===== src/logic/rf_tx_gear_pkg.sv =====
package rf_tx_gear_pkg;
  // Register byte offsets
  localparam logic [7:0] ADDR_CTRL     = 8'h00;
  localparam logic [7:0] ADDR_GUARD    = 8'h04;
  localparam logic [7:0] ADDR_LEVEL    = 8'h08;
  localparam logic [7:0] ADDR_CLK      = 8'h0c;
  localparam logic [7:0] ADDR_GEAR     = 8'h10;
  localparam logic [7:0] ADDR_PROTO    = 8'h14;
  localparam logic [7:0] ADDR_LUT_IDX  = 8'h18;
  localparam logic [7:0] ADDR_LUT_DATA = 8'h1c;
  localparam logic [7:0] ADDR_STATUS   = 8'h20;
  // Control register bits
  localparam int CTRL_LAUNCH      = 0;
  localparam int CTRL_GRID_SYNC   = 1;
  localparam int CTRL_FIELD_GUARD = 2;
  localparam int CTRL_MULTI_RX    = 3;
  localparam int CTRL_FIELD_ON    = 4;
  // Level register fields
  localparam int LVL_RES_LSB      = 0;
  localparam int LVL_RES_SHP_LSB  = 8;
  localparam int LVL_FALL_LSB     = 16;
  localparam int LVL_RISE_LSB     = 20;
  // Clock register fields
  localparam int CLK_MODE_LSB     = 0;
  localparam int CLK_SHP_LSB      = 4;
  // Gear register fields
  localparam int GEAR_IVL_LSB     = 0;
  localparam int GEAR_MAX_LSB     = 8;
  localparam int GEAR_MIN_LSB     = 16;
  localparam int GEAR_CNT_LSB     = 24;
  // Lookup entry fields; LUT_LEN_LSB is the table length field of the index register
  localparam int LUT_MASK_LSB     = 16;
  localparam int LUT_MASK_W       = 13;
  localparam int LUT_RES_LSB      = 12;
  localparam int LUT_RISE_LSB     = 8;
  localparam int LUT_FALL_LSB     = 4;
  localparam int LUT_GEAR_LSB     = 0;
  localparam int LUT_LEN_LSB      = 8;
  // Codes and limits
  localparam logic [4:0] RESIDUAL_FULL = 5'h1f;
  localparam logic [4:0] SHAPING_MAX   = 5'h0f;
  localparam logic [3:0] GEARS_MAX     = 4'hf;
  // Reset values
  localparam logic [7:0]  RST_GUARD    = 8'h00;
  localparam logic [31:0] RST_LEVEL    = 32'h0000_0000;
  localparam logic [7:0]  RST_CLK      = 8'h07;
  localparam logic [31:0] RST_GEAR     = 32'h0100_ff00;
  // Timing
  localparam int CLK_NS           = 40;
  localparam int GUARD_UNIT_NS    = 1000;
  localparam int MEAS_UNIT_NS     = 10000;
  localparam int GUARD_UNIT_CYC   = (GUARD_UNIT_NS + CLK_NS - 1) / CLK_NS;
  localparam int MEAS_UNIT_CYC    = (MEAS_UNIT_NS + CLK_NS - 1) / CLK_NS;

  typedef enum logic [0:0] {SCAN_IDLE, SCAN_RUN} scan_state_t;
endpackage


===== src/logic/rf_tx_guard_and_power_gear.sv =====
// What this block does
// - Residual carrier is a 5-bit code; higher means less carrier, 31 removes it.
// - No transmission starts while the guard interval is still running.
// - Launch set and data ready before expiry starts transmission exactly at expiry.
// - Launch clear at expiry with grid sync enabled: later start aligns to bit grid.
// - Guard interval starts at end of every reception, good or bad.
// - Guard does not start on disturbance restart or with multi-frame receive enabled.
// - With field guard enabled, guard starts when own field switches on.
// - Guard time zero disables the guard interval entirely.
// - While shaping pattern is active, clock mode comes from its own field.
// - While shaping pattern is active, residual comes from its own field.
// - AGC is measured periodically at an interval set by a configured byte.
// - Each measurement compared to max and min; crossing one changes the gear.
// - Up to 15 gears, count set by software.
// - Entry holds mask, gear and falling, rising and residual deltas.
// - Entry bits: mask 28:16, residual 15:12, rising 11:8, falling 7:4, gear 3:0.
// - On gear switch or protocol load, matching deltas apply cumulatively up to gear; if no entry of that gear matches, values hold.
//
// Strobed register access and the address map were left to the implementer.
module rf_tx_guard_and_power_gear
  import rf_tx_gear_pkg::*;
#(
  parameter int LUT_DEPTH = 16
) (
  input  wire logic        clk,
  input  wire logic        rst,
  input  wire logic [7:0]  reg_addr,
  input  wire logic [31:0] reg_wdata,
  input  wire logic        reg_wr,
  input  wire logic        reg_rd,
  output logic [31:0]      reg_rdata,
  input  wire logic        rx_end,
  input  wire logic        rx_disturbance_restart,
  input  wire logic        tx_data_ready,
  input  wire logic        bit_grid_tick,
  input  wire logic        shaping_active,
  input  wire logic        agc_valid,
  input  wire logic [7:0]  agc_value,
  output logic             tx_start,
  output logic [2:0]       tx_clk_mode,
  output logic [4:0]       tx_residual,
  output logic             full_modulation,
  output logic [3:0]       falling_edge_shaping,
  output logic [3:0]       rising_edge_shaping,
  output logic [3:0]       gear,
  output logic             agc_measure_req
);
  import rf_tx_gear_pkg::*;

  // Saturating signed-magnitude delta
  function automatic logic [4:0] apply_delta(input logic [4:0] v, input logic [3:0] d, input logic [4:0] lim);
    logic [5:0] s;
    s = 6'h00;
    if (d[3]) begin
      s = (v > {2'b00, d[2:0]}) ? {1'b0, v} - {3'b000, d[2:0]} : 6'h00;
    end else begin
      s = {1'b0, v} + {3'b000, d[2:0]};
      if (s > {1'b0, lim}) begin
        s = {1'b0, lim};
      end
    end
    return s[4:0];
  endfunction

  logic [31:0] lut [LUT_DEPTH];
  logic [4:0]  ctrl_ff;
  logic [7:0]  guard_time_ff;
  logic [31:0] level_ff;
  logic [7:0]  clk_ff;
  logic [31:0] gear_cfg_ff;
  logic [12:0] proto_ff;
  logic [3:0]  lut_idx_ff;
  logic [4:0]  lut_len_ff;
  logic [15:0] guard_cnt_ff;
  logic        field_on_q_ff;
  logic        grid_armed_ff;
  logic        tx_start_ff;
  logic [15:0] meas_cnt_ff;
  logic [3:0]  gear_ff;
  logic        rescan_ff;
  scan_state_t scan_ff;
  logic [4:0]  scan_idx_ff;
  logic [4:0]  w_res_ff;
  logic [4:0]  w_fall_ff;
  logic [4:0]  w_rise_ff;
  logic        hit_ff;
  logic [4:0]  res_ff;
  logic [4:0]  fall_ff;
  logic [4:0]  rise_ff;
  logic [4:0]  out_res_ff;
  logic [2:0]  out_clk_ff;
  logic        full_mod_ff;
  logic        meas_req_ff;
  logic [31:0] rdata_ff;

  logic        wr_ctrl;
  logic        guard_start;
  logic        may_go;
  logic        go;
  logic [3:0]  gear_count;
  logic [31:0] entry;
  logic [3:0]  entry_gear;
  logic        entry_match;
  logic        scan_last;

  assign wr_ctrl     = reg_wr && (reg_addr == ADDR_CTRL);
  assign gear_count  = (gear_cfg_ff[GEAR_CNT_LSB +: 4] == 4'h0) ? 4'h1 :
                       (gear_cfg_ff[GEAR_CNT_LSB +: 4] > GEARS_MAX) ? GEARS_MAX : gear_cfg_ff[GEAR_CNT_LSB +: 4];
  assign guard_start = (guard_time_ff != RST_GUARD) &&
                       ((rx_end && !rx_disturbance_restart && !ctrl_ff[CTRL_MULTI_RX]) ||
                        (ctrl_ff[CTRL_FIELD_GUARD] && ctrl_ff[CTRL_FIELD_ON] && !field_on_q_ff));
  // A count of one means the interval ends on this edge
  assign may_go      = (guard_cnt_ff <= 16'h0001) && !guard_start;
  assign go          = ctrl_ff[CTRL_LAUNCH] && tx_data_ready && may_go && !tx_start_ff &&
                       (!grid_armed_ff || bit_grid_tick);

  // Register writes; launch set by software wins over its hardware clear
  always_ff @(posedge clk) begin
    if (rst) begin
      ctrl_ff       <= 5'h00;
      guard_time_ff <= RST_GUARD;
      level_ff      <= RST_LEVEL;
      clk_ff        <= RST_CLK;
      gear_cfg_ff   <= RST_GEAR;
      proto_ff      <= 13'h0000;
      lut_idx_ff    <= 4'h0;
      lut_len_ff    <= 5'h00;
    end else begin
      if (go) begin
        ctrl_ff[CTRL_LAUNCH] <= 1'b0;
      end
      if (wr_ctrl) begin
        ctrl_ff[4:1] <= reg_wdata[4:1];
        if (reg_wdata[CTRL_LAUNCH]) begin
          ctrl_ff[CTRL_LAUNCH] <= 1'b1;
        end
      end
      if (reg_wr && reg_addr == ADDR_GUARD) begin
        guard_time_ff <= reg_wdata[7:0];
      end
      if (reg_wr && reg_addr == ADDR_LEVEL) begin
        level_ff <= reg_wdata;
      end
      if (reg_wr && reg_addr == ADDR_CLK) begin
        clk_ff <= reg_wdata[7:0];
      end
      if (reg_wr && reg_addr == ADDR_GEAR) begin
        gear_cfg_ff <= reg_wdata;
      end
      if (reg_wr && reg_addr == ADDR_PROTO) begin
        proto_ff <= reg_wdata[LUT_MASK_W-1:0];
      end
      if (reg_wr && reg_addr == ADDR_LUT_IDX) begin
        lut_idx_ff <= reg_wdata[3:0];
        lut_len_ff <= (reg_wdata[LUT_LEN_LSB +: 5] > 5'(LUT_DEPTH)) ? 5'(LUT_DEPTH) : reg_wdata[LUT_LEN_LSB +: 5];
      end
      if (reg_wr && reg_addr == ADDR_LUT_DATA) begin
        lut_idx_ff <= lut_idx_ff + 4'h1;
      end
    end
  end

  // Table memory needs no reset
  always_ff @(posedge clk) begin
    if (reg_wr && reg_addr == ADDR_LUT_DATA) begin
      lut[lut_idx_ff] <= reg_wdata;
    end
  end

  // Guard interval and launch
  always_ff @(posedge clk) begin
    if (rst) begin
      guard_cnt_ff  <= 16'h0000;
      field_on_q_ff <= 1'b0;
      grid_armed_ff <= 1'b0;
      tx_start_ff   <= 1'b0;
    end else begin
      field_on_q_ff <= ctrl_ff[CTRL_FIELD_ON];
      tx_start_ff   <= go;
      if (guard_start) begin
        guard_cnt_ff <= 16'(32'(guard_time_ff) * GUARD_UNIT_CYC);
      end else if (guard_cnt_ff != 16'h0000) begin
        guard_cnt_ff <= guard_cnt_ff - 16'h0001;
      end
      if (go || guard_start) begin
        grid_armed_ff <= 1'b0;
      end else if (guard_cnt_ff == 16'h0001 && !ctrl_ff[CTRL_LAUNCH] && ctrl_ff[CTRL_GRID_SYNC]) begin
        grid_armed_ff <= 1'b1;
      end
    end
  end

  // Periodic AGC measurement and gear selection
  always_ff @(posedge clk) begin
    if (rst) begin
      meas_cnt_ff <= 16'h0000;
      meas_req_ff <= 1'b0;
      gear_ff     <= 4'h0;
    end else begin
      meas_req_ff <= 1'b0;
      if (meas_cnt_ff == 16'h0000) begin
        meas_cnt_ff <= 16'(32'(gear_cfg_ff[GEAR_IVL_LSB +: 8]) * MEAS_UNIT_CYC);
        meas_req_ff <= 1'b1;
      end else begin
        meas_cnt_ff <= meas_cnt_ff - 16'h0001;
      end
      if (gear_ff >= gear_count) begin
        gear_ff <= gear_count - 4'h1;
      end else if (agc_valid) begin
        if (agc_value > gear_cfg_ff[GEAR_MAX_LSB +: 8] && gear_ff < gear_count - 4'h1) begin
          gear_ff <= gear_ff + 4'h1;
        end else if (agc_value < gear_cfg_ff[GEAR_MIN_LSB +: 8] && gear_ff != 4'h0) begin
          gear_ff <= gear_ff - 4'h1;
        end
      end
    end
  end

  assign entry       = lut[scan_idx_ff[3:0]];
  assign entry_gear  = entry[LUT_GEAR_LSB +: 4];
  assign entry_match = (entry[LUT_MASK_LSB +: LUT_MASK_W] & proto_ff) != 13'h0000;
  // Sorted table lets the walk stop at the first higher gear
  assign scan_last   = (scan_idx_ff + 5'h01 >= lut_len_ff) || (entry_gear > gear_ff);

  // Lookup walk; any trigger during a walk restarts it
  always_ff @(posedge clk) begin
    if (rst) begin
      scan_ff     <= SCAN_IDLE;
      rescan_ff   <= 1'b1;
      scan_idx_ff <= 5'h00;
      w_res_ff    <= 5'h00;
      w_fall_ff   <= 5'h00;
      w_rise_ff   <= 5'h00;
      hit_ff      <= 1'b0;
      res_ff      <= RST_LEVEL[LVL_RES_LSB +: 5];
      fall_ff     <= {1'b0, RST_LEVEL[LVL_FALL_LSB +: 4]};
      rise_ff     <= {1'b0, RST_LEVEL[LVL_RISE_LSB +: 4]};
    end else begin
      rescan_ff <= (agc_valid && gear_ff < gear_count) || (reg_wr && (reg_addr == ADDR_PROTO ||
                   reg_addr == ADDR_LEVEL || reg_addr == ADDR_LUT_IDX));
      if (rescan_ff) begin
        scan_ff     <= SCAN_RUN;
        scan_idx_ff <= 5'h00;
        hit_ff      <= 1'b0;
        w_res_ff    <= level_ff[LVL_RES_LSB +: 5];
        w_fall_ff   <= {1'b0, level_ff[LVL_FALL_LSB +: 4]};
        w_rise_ff   <= {1'b0, level_ff[LVL_RISE_LSB +: 4]};
      end else begin
        case (scan_ff)
          SCAN_IDLE: begin
            scan_ff <= SCAN_IDLE;
          end
          SCAN_RUN: begin
            if (lut_len_ff == 5'h00) begin
              scan_ff <= SCAN_IDLE;
            end else begin
              if (entry_match && entry_gear <= gear_ff) begin
                w_res_ff  <= apply_delta(w_res_ff, entry[LUT_RES_LSB +: 4], RESIDUAL_FULL);
                w_fall_ff <= apply_delta(w_fall_ff, entry[LUT_FALL_LSB +: 4], SHAPING_MAX);
                w_rise_ff <= apply_delta(w_rise_ff, entry[LUT_RISE_LSB +: 4], SHAPING_MAX);
              end
              if (scan_last) begin
                scan_ff <= SCAN_IDLE;
                if (hit_ff || (entry_match && entry_gear == gear_ff)) begin
                  res_ff  <= (entry_match && entry_gear <= gear_ff) ?
                             apply_delta(w_res_ff, entry[LUT_RES_LSB +: 4], RESIDUAL_FULL) : w_res_ff;
                  fall_ff <= (entry_match && entry_gear <= gear_ff) ?
                             apply_delta(w_fall_ff, entry[LUT_FALL_LSB +: 4], SHAPING_MAX) : w_fall_ff;
                  rise_ff <= (entry_match && entry_gear <= gear_ff) ?
                             apply_delta(w_rise_ff, entry[LUT_RISE_LSB +: 4], SHAPING_MAX) : w_rise_ff;
                end
              end else begin
                scan_idx_ff <= scan_idx_ff + 5'h01;
                if (entry_match && entry_gear == gear_ff) begin
                  hit_ff <= 1'b1;
                end
              end
            end
          end
          default: begin
            scan_ff <= SCAN_IDLE;
          end
        endcase
      end
      if (reg_wr && reg_addr == ADDR_LEVEL) begin
        res_ff  <= reg_wdata[LVL_RES_LSB +: 5]; // New base shows at once; the walk then adds deltas
        fall_ff <= {1'b0, reg_wdata[LVL_FALL_LSB +: 4]};
        rise_ff <= {1'b0, reg_wdata[LVL_RISE_LSB +: 4]};
      end
    end
  end

  // Transmitter outputs
  always_ff @(posedge clk) begin
    if (rst) begin
      out_res_ff  <= RST_LEVEL[LVL_RES_LSB +: 5];
      out_clk_ff  <= RST_CLK[CLK_MODE_LSB +: 3];
      full_mod_ff <= 1'b0;
    end else begin
      out_res_ff  <= shaping_active ? level_ff[LVL_RES_SHP_LSB +: 5] : res_ff;
      out_clk_ff  <= shaping_active ? clk_ff[CLK_SHP_LSB +: 3] : clk_ff[CLK_MODE_LSB +: 3];
      full_mod_ff <= (shaping_active ? level_ff[LVL_RES_SHP_LSB +: 5] : res_ff) == RESIDUAL_FULL;
    end
  end

  // Read port; unmapped offsets read zero
  always_ff @(posedge clk) begin
    if (rst) begin
      rdata_ff <= 32'h0000_0000;
    end else if (reg_rd) begin
      case (reg_addr)
        ADDR_CTRL:     rdata_ff <= {27'h0, ctrl_ff};
        ADDR_GUARD:    rdata_ff <= {24'h0, guard_time_ff};
        ADDR_LEVEL:    rdata_ff <= level_ff;
        ADDR_CLK:      rdata_ff <= {24'h0, clk_ff};
        ADDR_GEAR:     rdata_ff <= gear_cfg_ff;
        ADDR_PROTO:    rdata_ff <= {19'h0, proto_ff};
        ADDR_LUT_IDX:  rdata_ff <= {19'h0, lut_len_ff, 4'h0, lut_idx_ff};
        ADDR_STATUS:   rdata_ff <= {res_ff, 7'h00, rise_ff[3:0], fall_ff[3:0], gear_ff, 4'h0,
                                    scan_ff == SCAN_RUN, grid_armed_ff, guard_cnt_ff != 16'h0000, ctrl_ff[0]};
        default:       rdata_ff <= 32'h0000_0000;
      endcase
    end else begin
      rdata_ff <= 32'h0000_0000;
    end
  end

  assign reg_rdata            = rdata_ff;
  assign tx_start             = tx_start_ff;
  assign tx_clk_mode          = out_clk_ff;
  assign tx_residual          = out_res_ff;
  assign full_modulation      = full_mod_ff;
  assign falling_edge_shaping = fall_ff[3:0];
  assign rising_edge_shaping  = rise_ff[3:0];
  assign gear                 = gear_ff;
  assign agc_measure_req      = meas_req_ff;
endmodule


===== config.mk =====
export PLATFORM = sky130hd
export DESIGN_NAME = rf_tx_guard_and_power_gear
export DESIGN_NICKNAME = d
export VERILOG_FILES = /design/src/logic/rf_tx_gear_pkg.sv /design/src/logic/rf_tx_guard_and_power_gear.sv
export SDC_FILE = /design/constraint.sdc
export NUM_CORES = 1
export LEC_CHECK = 0
export BUFFER_PORTS_ARGS = -buffer_cell sky130_fd_sc_hd__buf_2
export CORE_ASPECT_RATIO = 1.2
export CORE_MARGIN = 2
export CORE_UTILIZATION = 30
export DETAILED_ROUTE_END_ITERATION = 6
export PLACE_DENSITY = 0.53
export SLEW_MARGIN = 20
export SYNTH_ARGS = -nofsm -noshare
export SYNTH_HDL_FRONTEND = slang
export SYNTH_SLANG_ARGS = --single-unit

===== constraint.sdc =====
create_clock -name clk -period 6.3 [get_ports clk]
set_clock_uncertainty 0.1 [all_clocks]
set_input_delay 0.63 -clock clk [delete_from_list [all_inputs] [get_ports clk]]
set_output_delay 0.63 -clock clk [all_outputs]
set_load 0.02 [all_outputs]

# Word-level counts from Yosys, hierarchy flattened
# Memories as Yosys holds them, arrays and structs flattened. A register that Yosys moved wholly into a read port is not among the register bits.
# Index checks and enable logic that the tools add are counted.
dict set report op_classes {
  magnitude_cmp 17
  n_reduce_logical 68
  eq_ne 14
  n_mul 2
  n_addsub 13
  bitwise 5
  mux 66
}
# cell n
set op_table {}
lappend op_table {{$pmux 32 s8} 1}
lappend op_table {{$mux 5} 23}
lappend op_table {{$mux 4} 28}
lappend op_table {{$eq 8x5->1 const B} 4}
lappend op_table {{$sub 16x1->16 const B} 2}
lappend op_table {{$logic_and 1x1->1} 26}
lappend op_table {{$mux 13} 2}
lappend op_table {{$add 5x3->6} 3}
lappend op_table {{$eq 16x1->1 const B} 1}
lappend op_table {{$eq 8x4->1 const B} 2}
lappend op_table {{$le 16x1->1 const B} 1}
lappend op_table {{$logic_not 16->1} 1}
lappend op_table {{$mux 16} 1}
lappend op_table {{$reduce_bool 16->1} 1}
lappend op_table {{$gt 5x3->1} 3}
lappend op_table {{$mul 8x7->15 const B} 1}
lappend op_table {{$sub 5x3->5} 3}
lappend op_table {{$reduce_bool 2->1} 7}
lappend op_table {{$and 13x13->13} 1}
lappend op_table {{$mul 8x5->13 const B} 1}
lappend op_table {{$reduce_bool 13->1} 1}
lappend op_table {{$gt 6x4->1 const B} 2}
lappend op_table {{$reduce_or 2->1} 5}
lappend op_table {{$mux 1} 9}
lappend op_table {{other kinds (34)} 56}
dict set report word_totals {
  register_bits 224
  word_cells 220
  memories 1
  ram_bits 512
}
# name depth word_bits read_ports rd_ports_with_merged_regs wr line_no
set memory_table {}
lappend memory_table {lut 16 32 1 1 1 rf_tx_guard_and_power_gear.sv:65} ;# logic [31:0] lut [LUT_DEPTH];

# Logic depth before layout (Yosys ltp)
# Gate-level depths: netlist of the first run.
dict set report depth {
  word_depth 13
  mapped_depth 19
  ltp_nobuf 18
}

# Worst setup path after synthesis of the first run
# Ideal clock, no wire load.
dict set report synth_timing {
  path_type {reg-to-reg}
  startpoint {register with a tool-made name}
  endpoint {register fall_ff[2]}
  n_path_buf 6
  setup_time_ns 0.122
  stages_incl_launch_ff 20
  period_less_slack_ns 4.808
  arrival_ns 4.586
  required_time_ns 6.078
  setup_slack_ns 1.492
  path_cell_list {dfxtp_1 buf_6 buf_12 buf_8 buf_6 buf_6 buf_1 mux4_2 mux4_2 inv_1 ha_1 nor2b_1 o21ai_0 a32oi_1 nor3_1 o311ai_1 a22o_1 mux2_2 nor2b_1 a221o_1}
}
# element line_no
set synth_rtl {}
lappend synth_rtl {{end signal: assignment} rf_tx_guard_and_power_gear.sv:236} ;# fall_ff <= {1'b0, RST_LEVEL[LVL_FALL_LSB +: 4]};
lappend synth_rtl {{end signal: assignment} rf_tx_guard_and_power_gear.sv:267} ;# fall_ff <= (entry_match && entry_gear <= gear_ff) ?
lappend synth_rtl {{end signal: assignment} rf_tx_guard_and_power_gear.sv:287} ;# fall_ff <= {1'b0, reg_wdata[LVL_FALL_LSB +: 4]};
lappend synth_rtl {{end: declaration} rf_tx_guard_and_power_gear.sv:88} ;# logic [4:0] fall_ff;

==> results by group, run 1 <==
Status
  • Status: finished with violations
  • Failing checks: design-rule violations

Drt
  • DRT Pass-1 Iters: 7
  • Wirelength per Cell: between 20 and 25 µm
  • DRC: 3
  • Via count: just over 20000
  • Initial DRC Count: 1849
  • Routed WL: a little over 90000 µm
  • Antenna viol nets, final: 0
  • Vias per std cell: about 5.2

STA
  • Final worst setup slack: between 1 and 1.5 ns
  • RSZ-0062 raised after global routing: false
  • Finish-stage setup viols: 0
  • Fmax: 208 MHz
  • Slew Limit Headroom: ~26%
  • Tmin final: roughly 4.8 ns
  • Setup total negative slack: 0 ns
  • Slew Viols, Final: 0
  • Period utilization: about three quarters
  • Final Hold Slack: around 0.19 ns
  • Fin. Hold Viols: 0
  • Worst-Margin Slew: roughly 1.1 ns

Synth
  • Netlist Area Pre-Place: about 31000 µm²
  • Yosys top cell area share: 44.6%
  • Ys async rst share: 0%
  • Post-synth EDFFs: between 400 and 500
  • Post-synth cell types: 81
  • Synth Instances: approximately 2400
  • Top post-synthesis cells by area: edfxtp_1, dfxtp_1, mux4_2
  • Cell taking the most area after synthesis: edfxtp_1
  • Seq/Total Area, Yosys: 59.2%
  • Yosys warnings: 0
  • Yosys reg bits: between 600 and 700
  • Top FF cell, synth: edfxtp_1
  • Syn Area/Cell: between 10 and 15 µm²
  • Post-Syn Nets: 2596

Min path
  • Hold Path Depth: 3
  • Worst Hold End: level_ff[31]
  • Min-delay src: reg_wdata[31]
  • Worst min-delay path class: in2reg

GRT
  • Initial antenna violation count: 16
  • Global-route wire length before repair: between 100000 and 150000 µm
  • Met2 GRT Util: 29.1%
  • Met1 global-route usage: 22.4%
  • Vias in the first global route: between 20000 and 25000
  • GRT overflow: 0
  • Total track usage: 17.1%
  • Largest net degree at the start of global routing: 68
  • Met3 Resource Use GR: 2.66%
  • Busiest grt layer: met2

Critical path
  • Critical Path Max Stage Delay: 0.62 ns
  • CP max FO: 30
  • Data required time of the critical path: roughly 6.7 ns
  • Worst Path Buf+Inv: 3
  • Setup Crit Path Kind: reg2reg
  • Reg2reg path depth: 15
  • Delay-heaviest family, CP: multiplexers
  • Reg2Reg Capture Point: rise_ff[2]
  • Startpoint types: flop
  • Critical path cell sequence: buf_16 -> buf_4 -> mux4_2 -> mux4_2 -> inv_1 -> ha_1 -> nor2b_1 -> o21ai_0 -> a32oi_1 -> nor3_1 -> o311ai_1 -> a22o_1 -> mux2_2 -> nor2b_1 -> a221o_1
  • Crit. End Element: flop
  • Reg2reg setup slack: roughly 1.5 ns
  • Slowest library cell on the worst path: dfxtp_4
  • CP arrival: between 5 and 6 ns

Finish
  • Final nets: 2702
  • Area Overhead vs Synth: 14.1%
  • Fin util: 34.6%
  • Final instance area: around 36000 µm²
  • Number of fill cells: a little under 10000
  • Layout cells sized above 1: between 10% and 20%

Clock network
  • Post_cts resized: 0
  • Postcts setup bufs: 0
  • Clock sinks: between 600 and 700
  • TritonCTS buffer count: 74
  • TritonCTS clock tree: yes
  • CTS Hold Bufs: 0
  • Skew-Pair Late Insertion Delay: about 0.62 ns
  • H-tree levels: 3
  • Longest Clk Path Bufs: 3
  • Clk slew on worst S/H paths: approximately 0.06 ns
  • CTS root buffer: clkbuf_16

Pwr
  • Cell Pwr Density: 282 nW/µm²
  • Peak VDD IR: around 170 µV
  • Static leakage: around 12 nW

Placement
  • Post-place instance area: between 30000 and 40000 µm²
  • Worst slack, placed: between 1 and 1.5 ns
  • HPWL after DPL: around 63000 µm
  • Routability cong.: ~0.9
  • Port Buf Inserts: roughly 110

Floorplanning
  • Die area: approximately 110000 µm²
  • Initial Util: 30.3%
  • Die width: roughly 300 µm
  • Die Span Y: 357 µm
  • Core area: 103000 µm²
  • Boundary pin count: 113
  • Site Rows: 129

Run
  • Max-cap violations: 0
[worst register-to-register path, stage by stage, from the launching register on]
cell and delay, ns:
dfxtp_4 0.62, buf_16 0.31, buf_4 0.37, mux4_2 0.55, mux4_2 0.55, inv_1 0.14
ha_1 0.28, nor2b_1 0.14, o21ai_0 0.17, a32oi_1 0.10, nor3_1 0.36, o311ai_1 0.16
a22o_1 0.20, mux2_2 0.27, nor2b_1 0.13, a221o_1 0.26
[cells by family (layout without fill, tap and decap cells)]
logic type      Yosys count  after routing  synth area share, %
flops                   692            692                 59.2
simple gates            595            595                 8.75
compound gates          438            438                 9.33
buf+inv                 255            410                 3.45
mux                     179            179                 10.5
fa+ha+maj               165            165                 7.36
xor+xnor                 49             49                 1.37
other cells               0              1                    0
[how the worst max path moves through the flow]
stage / from / end / slack (ns) / depth (start not counted)
floorplan: flop / fall_ff[2] / 1.49 / 19
global placement: flop / rise_ff[2] / 1.33 / 14
detailed placement: flop / rise_ff[2] / 1.25 / 14
CTS: flop / rise_ff[2] / 1.24 / 14
global route: flop / rise_ff[2] / 1.15 / 15
finish: flop / rise_ff[2] / 1.48 / 15
[cell usage after synthesis (19+ instances only)]
cell type / instances
dfxtp_1: 228
nor2_1: 135
edfxtp_1: 464
a222oi_1: 25
xor2_1: 19
ha_1: 134
nor3_1: 37
fa_1: 31
a22oi_1: 36
a211oi_1: 28
nand2_1: 245
nor2b_1: 23
nand3_1: 51
a21oi_1: 153
o21ai_0: 54
mux4_2: 118
mux2i_1: 49
inv_1: 132
xnor2_1: 30
clkbuf_1: 86
[cell type report]
type / instances / area, µm² / area share (%)
diodes: 1 / 2.50 / 0.00702
clock inverters: 27 / 228 / 0.639
multi-input cells: 1426 / 11800 / 33.1
well taps: 1375 / 1720 / 4.83
flip-flops and latches: 692 / 18500 / 51.9
repair buffers: 150 / 881 / 2.47
clock buffers: 98 / 1990 / 5.59
inverters: 135 / 507 / 1.42
[power by group]
part	internal, mW	switching [mW]	total, mW
combinational	0.354	0.568	0.921
sequential	4.93	0.119	5.05
clock	2.34	1.76	4.10
[sequential cells by signal, indices dropped and copies added (netlist names), 8 cells and up, named ones only]
name	cells
lut	464
meas_cnt_ff	16
gear_cfg_ff	32
guard_cnt_ff	16
level_ff	32
proto_ff	13
clk_ff	8
guard_time_ff	8
reg_rdata	32
[placed cells by master, fill, tap and decap left out, types with 12 or more instances in the layout]
cell / Yosys / layout
clkbuf_1: 86 / 20
nand2_1: 245 / 245
a21oi_1: 153 / 153
nor2_1: 135 / 117
a21o_1: 17 / 17
nand2b_1: 15 / 15
o21ai_0: 54 / 54
a31oi_1: 14 / 14
o21a_1: 12 / 12
mux4_2: 118 / 118
dfxtp_1: 228 / 224
mux2i_1: 49 / 49
a222oi_1: 25 / 25
inv_1: 132 / 132
buf_4: 6 / 37
ha_1: 134 / 134
clkinv_1: 1 / 14
mux2_2: 12 / 12
xnor2_1: 30 / 30
xor2_1: 19 / 19
clkbuf_16: 0 / 75
nor4_1: 12 / 12
o21bai_1: 12 / 12
nor2b_1: 23 / 23
nand3_1: 51 / 50
nor3_1: 37 / 35
buf_2: 9 / 111
nor2_4: 0 / 17
a22oi_1: 36 / 36
fa_1: 31 / 31
edfxtp_1: 464 / 464
o211ai_1: 17 / 17
a211oi_1: 28 / 28
[metrics by stage]
stage	total power, mW	cells
after detailed placement	6.06	3777
after global placement	6.03	3777
after global routing	10.5	3903
after floorplan	5.77	2373
final	10.1	3904
after CTS	10.1	3902
[per-layer routing]
metal	vias up	share of wire, %
met5	-	0.12
met4	20	3.1
met2	710	49
li1	9100	-
met1	10300	42
met3	159	5.8
Note: power is estimated with default switching activity, not from simulation.
==> run 2, diff against run 1 <==
- clock period: 6.3 -> 4.8 ns (I/O delays scaled with it)
==> results by group, run 2 (synthesis results as in run 1) <==
Finish
  • Layout cells sized above 1: 17.7%
  • Largest Register: lut
  • Commonest non-fill, non-tap cells in the layout: edfxtp_1, nand2_1, dfxtp_1, a21oi_1, ha_1
  • Fin util: a little over a third
  • Max reg flops: around 460
  • Area Overhead vs Synth: 15.8%
  • Commonest non-fill, non-tap cell in the layout: edfxtp_1
  • Final nets: approximately 2700

Pwr
  • Power share of the clock group: about 43%
  • Sequential power share: between 40% and 50%
  • Sw frac: between 20% and 30%
  • Static leakage: between 10 and 15 nW
  • Comb power frac: under 10%
  • Internal power: about 10 mW
  • Peak VDD IR: around 200 µV
  • Cell Pwr Density: around 380 nW/µm²
  • NetSw: 3.38 mW

Floorplanning
  • Die area: around 110000 µm²
  • Initial Util: between 30 and 40%
  • Site Rows: 129
  • Die Span Y: 357 µm
  • Die width: around 300 µm
  • Core area: about 100000 µm²
  • Boundary pin count: roughly 110

GRT
  • GRT overflow: 0
  • Largest net degree at the start of global routing: between 70 and 80
  • Initial antenna violation count: 7
  • Global-route wire length before repair: around 140000 µm
  • Total track usage: 17.6%
  • Vias in the first global route: between 20000 and 25000

Drt
  • Vias per std cell: around 5.2
  • DRT Pass-1 Iters: 6
  • Antenna viol nets, final: 0
  • Initial DRC Count: around 1700
  • DRC: 0
  • Routed WL: ~95000 µm
  • Via count: 20400
  • Wirelength per Cell: roughly 24 µm

STA
  • Final Hold Slack: 0.0476 ns
  • Tmin final: about 4.5 ns
  • Period utilization: between 90 and 100%
  • RSZ-0062 raised after global routing: false
  • Slew Viols, Final: 0
  • Finish-stage setup viols: 0
  • Worst-Margin Slew: approximately 1.1 ns
  • Setup total negative slack: 0 ns
  • Fmax: 223 MHz
  • Fin. Hold Viols: 0
  • Slew Limit Headroom: 27.8%

Critical path
  • Startpoint types: flop
  • Crit. End Element: flop
  • CP max FO: 8
  • Slowest library cell on the worst path: dfxtp_1
  • CP arrival: 4.89 ns
  • Setup Crit Path Kind: reg2reg
  • Critical path cell sequence: fa_1 -> xor2_1 -> ha_1 -> inv_1 -> fa_1 -> fa_1 -> inv_1 -> ha_1 -> inv_1 -> o21bai_1 -> a21o_1 -> a21oi_1 -> o21ai_0 -> o41ai_1 -> xnor2_1 -> a21oi_1
  • Data required time of the critical path: 5.21 ns
  • Critical Path Max Stage Delay: between 0.5 and 0.6 ns

Clock network
  • Longest Clk Path Bufs: 3
  • TritonCTS buffer count: 74
  • Skew-Pair Late Insertion Delay: roughly 0.64 ns
  • Clock sinks: about 690
  • CTS root buffer: clkbuf_16
  • H-tree levels: 3
  • TritonCTS clock tree: yes
  • Clk slew on worst S/H paths: 0.06 ns

Status
  • Status: finished clean

Min path
  • Worst min-delay path class: in2reg

Run
  • Max-cap violations: 0

Placement
  • Port Buf Inserts: between 100 and 150
  • HPWL after DPL: around 64000 µm
  • Routability cong.: 0.877
[run 2: worst max-delay path: cells and delay by family, from the launching register on]
kind,cells,cell delay (ns)
adders and majority gates,5,2.09
AOI/OAI and AO/OA,6,1.09
DFF,1,0.54
xor gates and xnor gates,2,0.36
buffers and inverters,3,0.18
[run 2: worst paths after layout]
kind                   from         endpoint  slack [ns]  cells after the start
max reg2reg  gear_cfg_ff[2]  meas_cnt_ff[15]        0.31                     16
min           reg_wdata[30]     level_ff[30]        0.05                      3
max          gear_cfg_ff[2]  meas_cnt_ff[15]        0.31                     16
min reg2reg     level_ff[4]      level_ff[4]        0.36                      2
[run 2: layout make-up]
class | count | area, µm²
fillers | 9948 | 67000
flip-flops and latches | 692 | 18500
multi-input cells | 1426 | 11800
clock buffers | 96 | 1960
well taps | 1375 | 1720
repair buffers | 172 | 1080
clock inverters | 39 | 544
inverters | 135 | 507
diodes | 2 | 5.00
[run 2: metal layers]
layer / GRT usage, % / vias to the layer above / part of all wire (%)
met5: 0 / - / 0.060
met4: 6.67 / 8 / 3.4
met3: 2.70 / 137 / 5.1
met2: 30.1 / 652 / 49
met1: 22.5 / 10400 / 42
li1: - / 9168 / -
[run 2: through the flow]
stage	total power [mW]	cell area (µm²)	worst slack, ns	instances
after floorplan	7.58	31200	0.00150	2373
after global placement	7.93	33600	0.326	3798
after detailed placement	7.96	33600	0.264	3798
after CTS	13.9	36100	0.255	3934
after global routing	14.3	36100	0.0461	3935
final	13.8	36200	0.312	3937
[run 2: power groups by stage]
stage / registers [mW] / clock network (mW) / logic [mW]
after global placement: 6.73 / 0 / 1.21
after detailed placement: 6.73 / 0 / 1.23
after CTS: 6.60 / 6.07 / 1.24
after floorplan: 6.71 / 0 / 0.867
final: 6.61 / 5.94 / 1.25
after global routing: 6.62 / 6.30 / 1.39
[run 2: timing repair]
item / in CTS / in global routing
setup buffers: 0 / 1
hold buffers: 1 / 0
setup endpoints to repair: 0 / 4
hold endpoints to repair: 2 / 0
resized for setup: 0 / 1
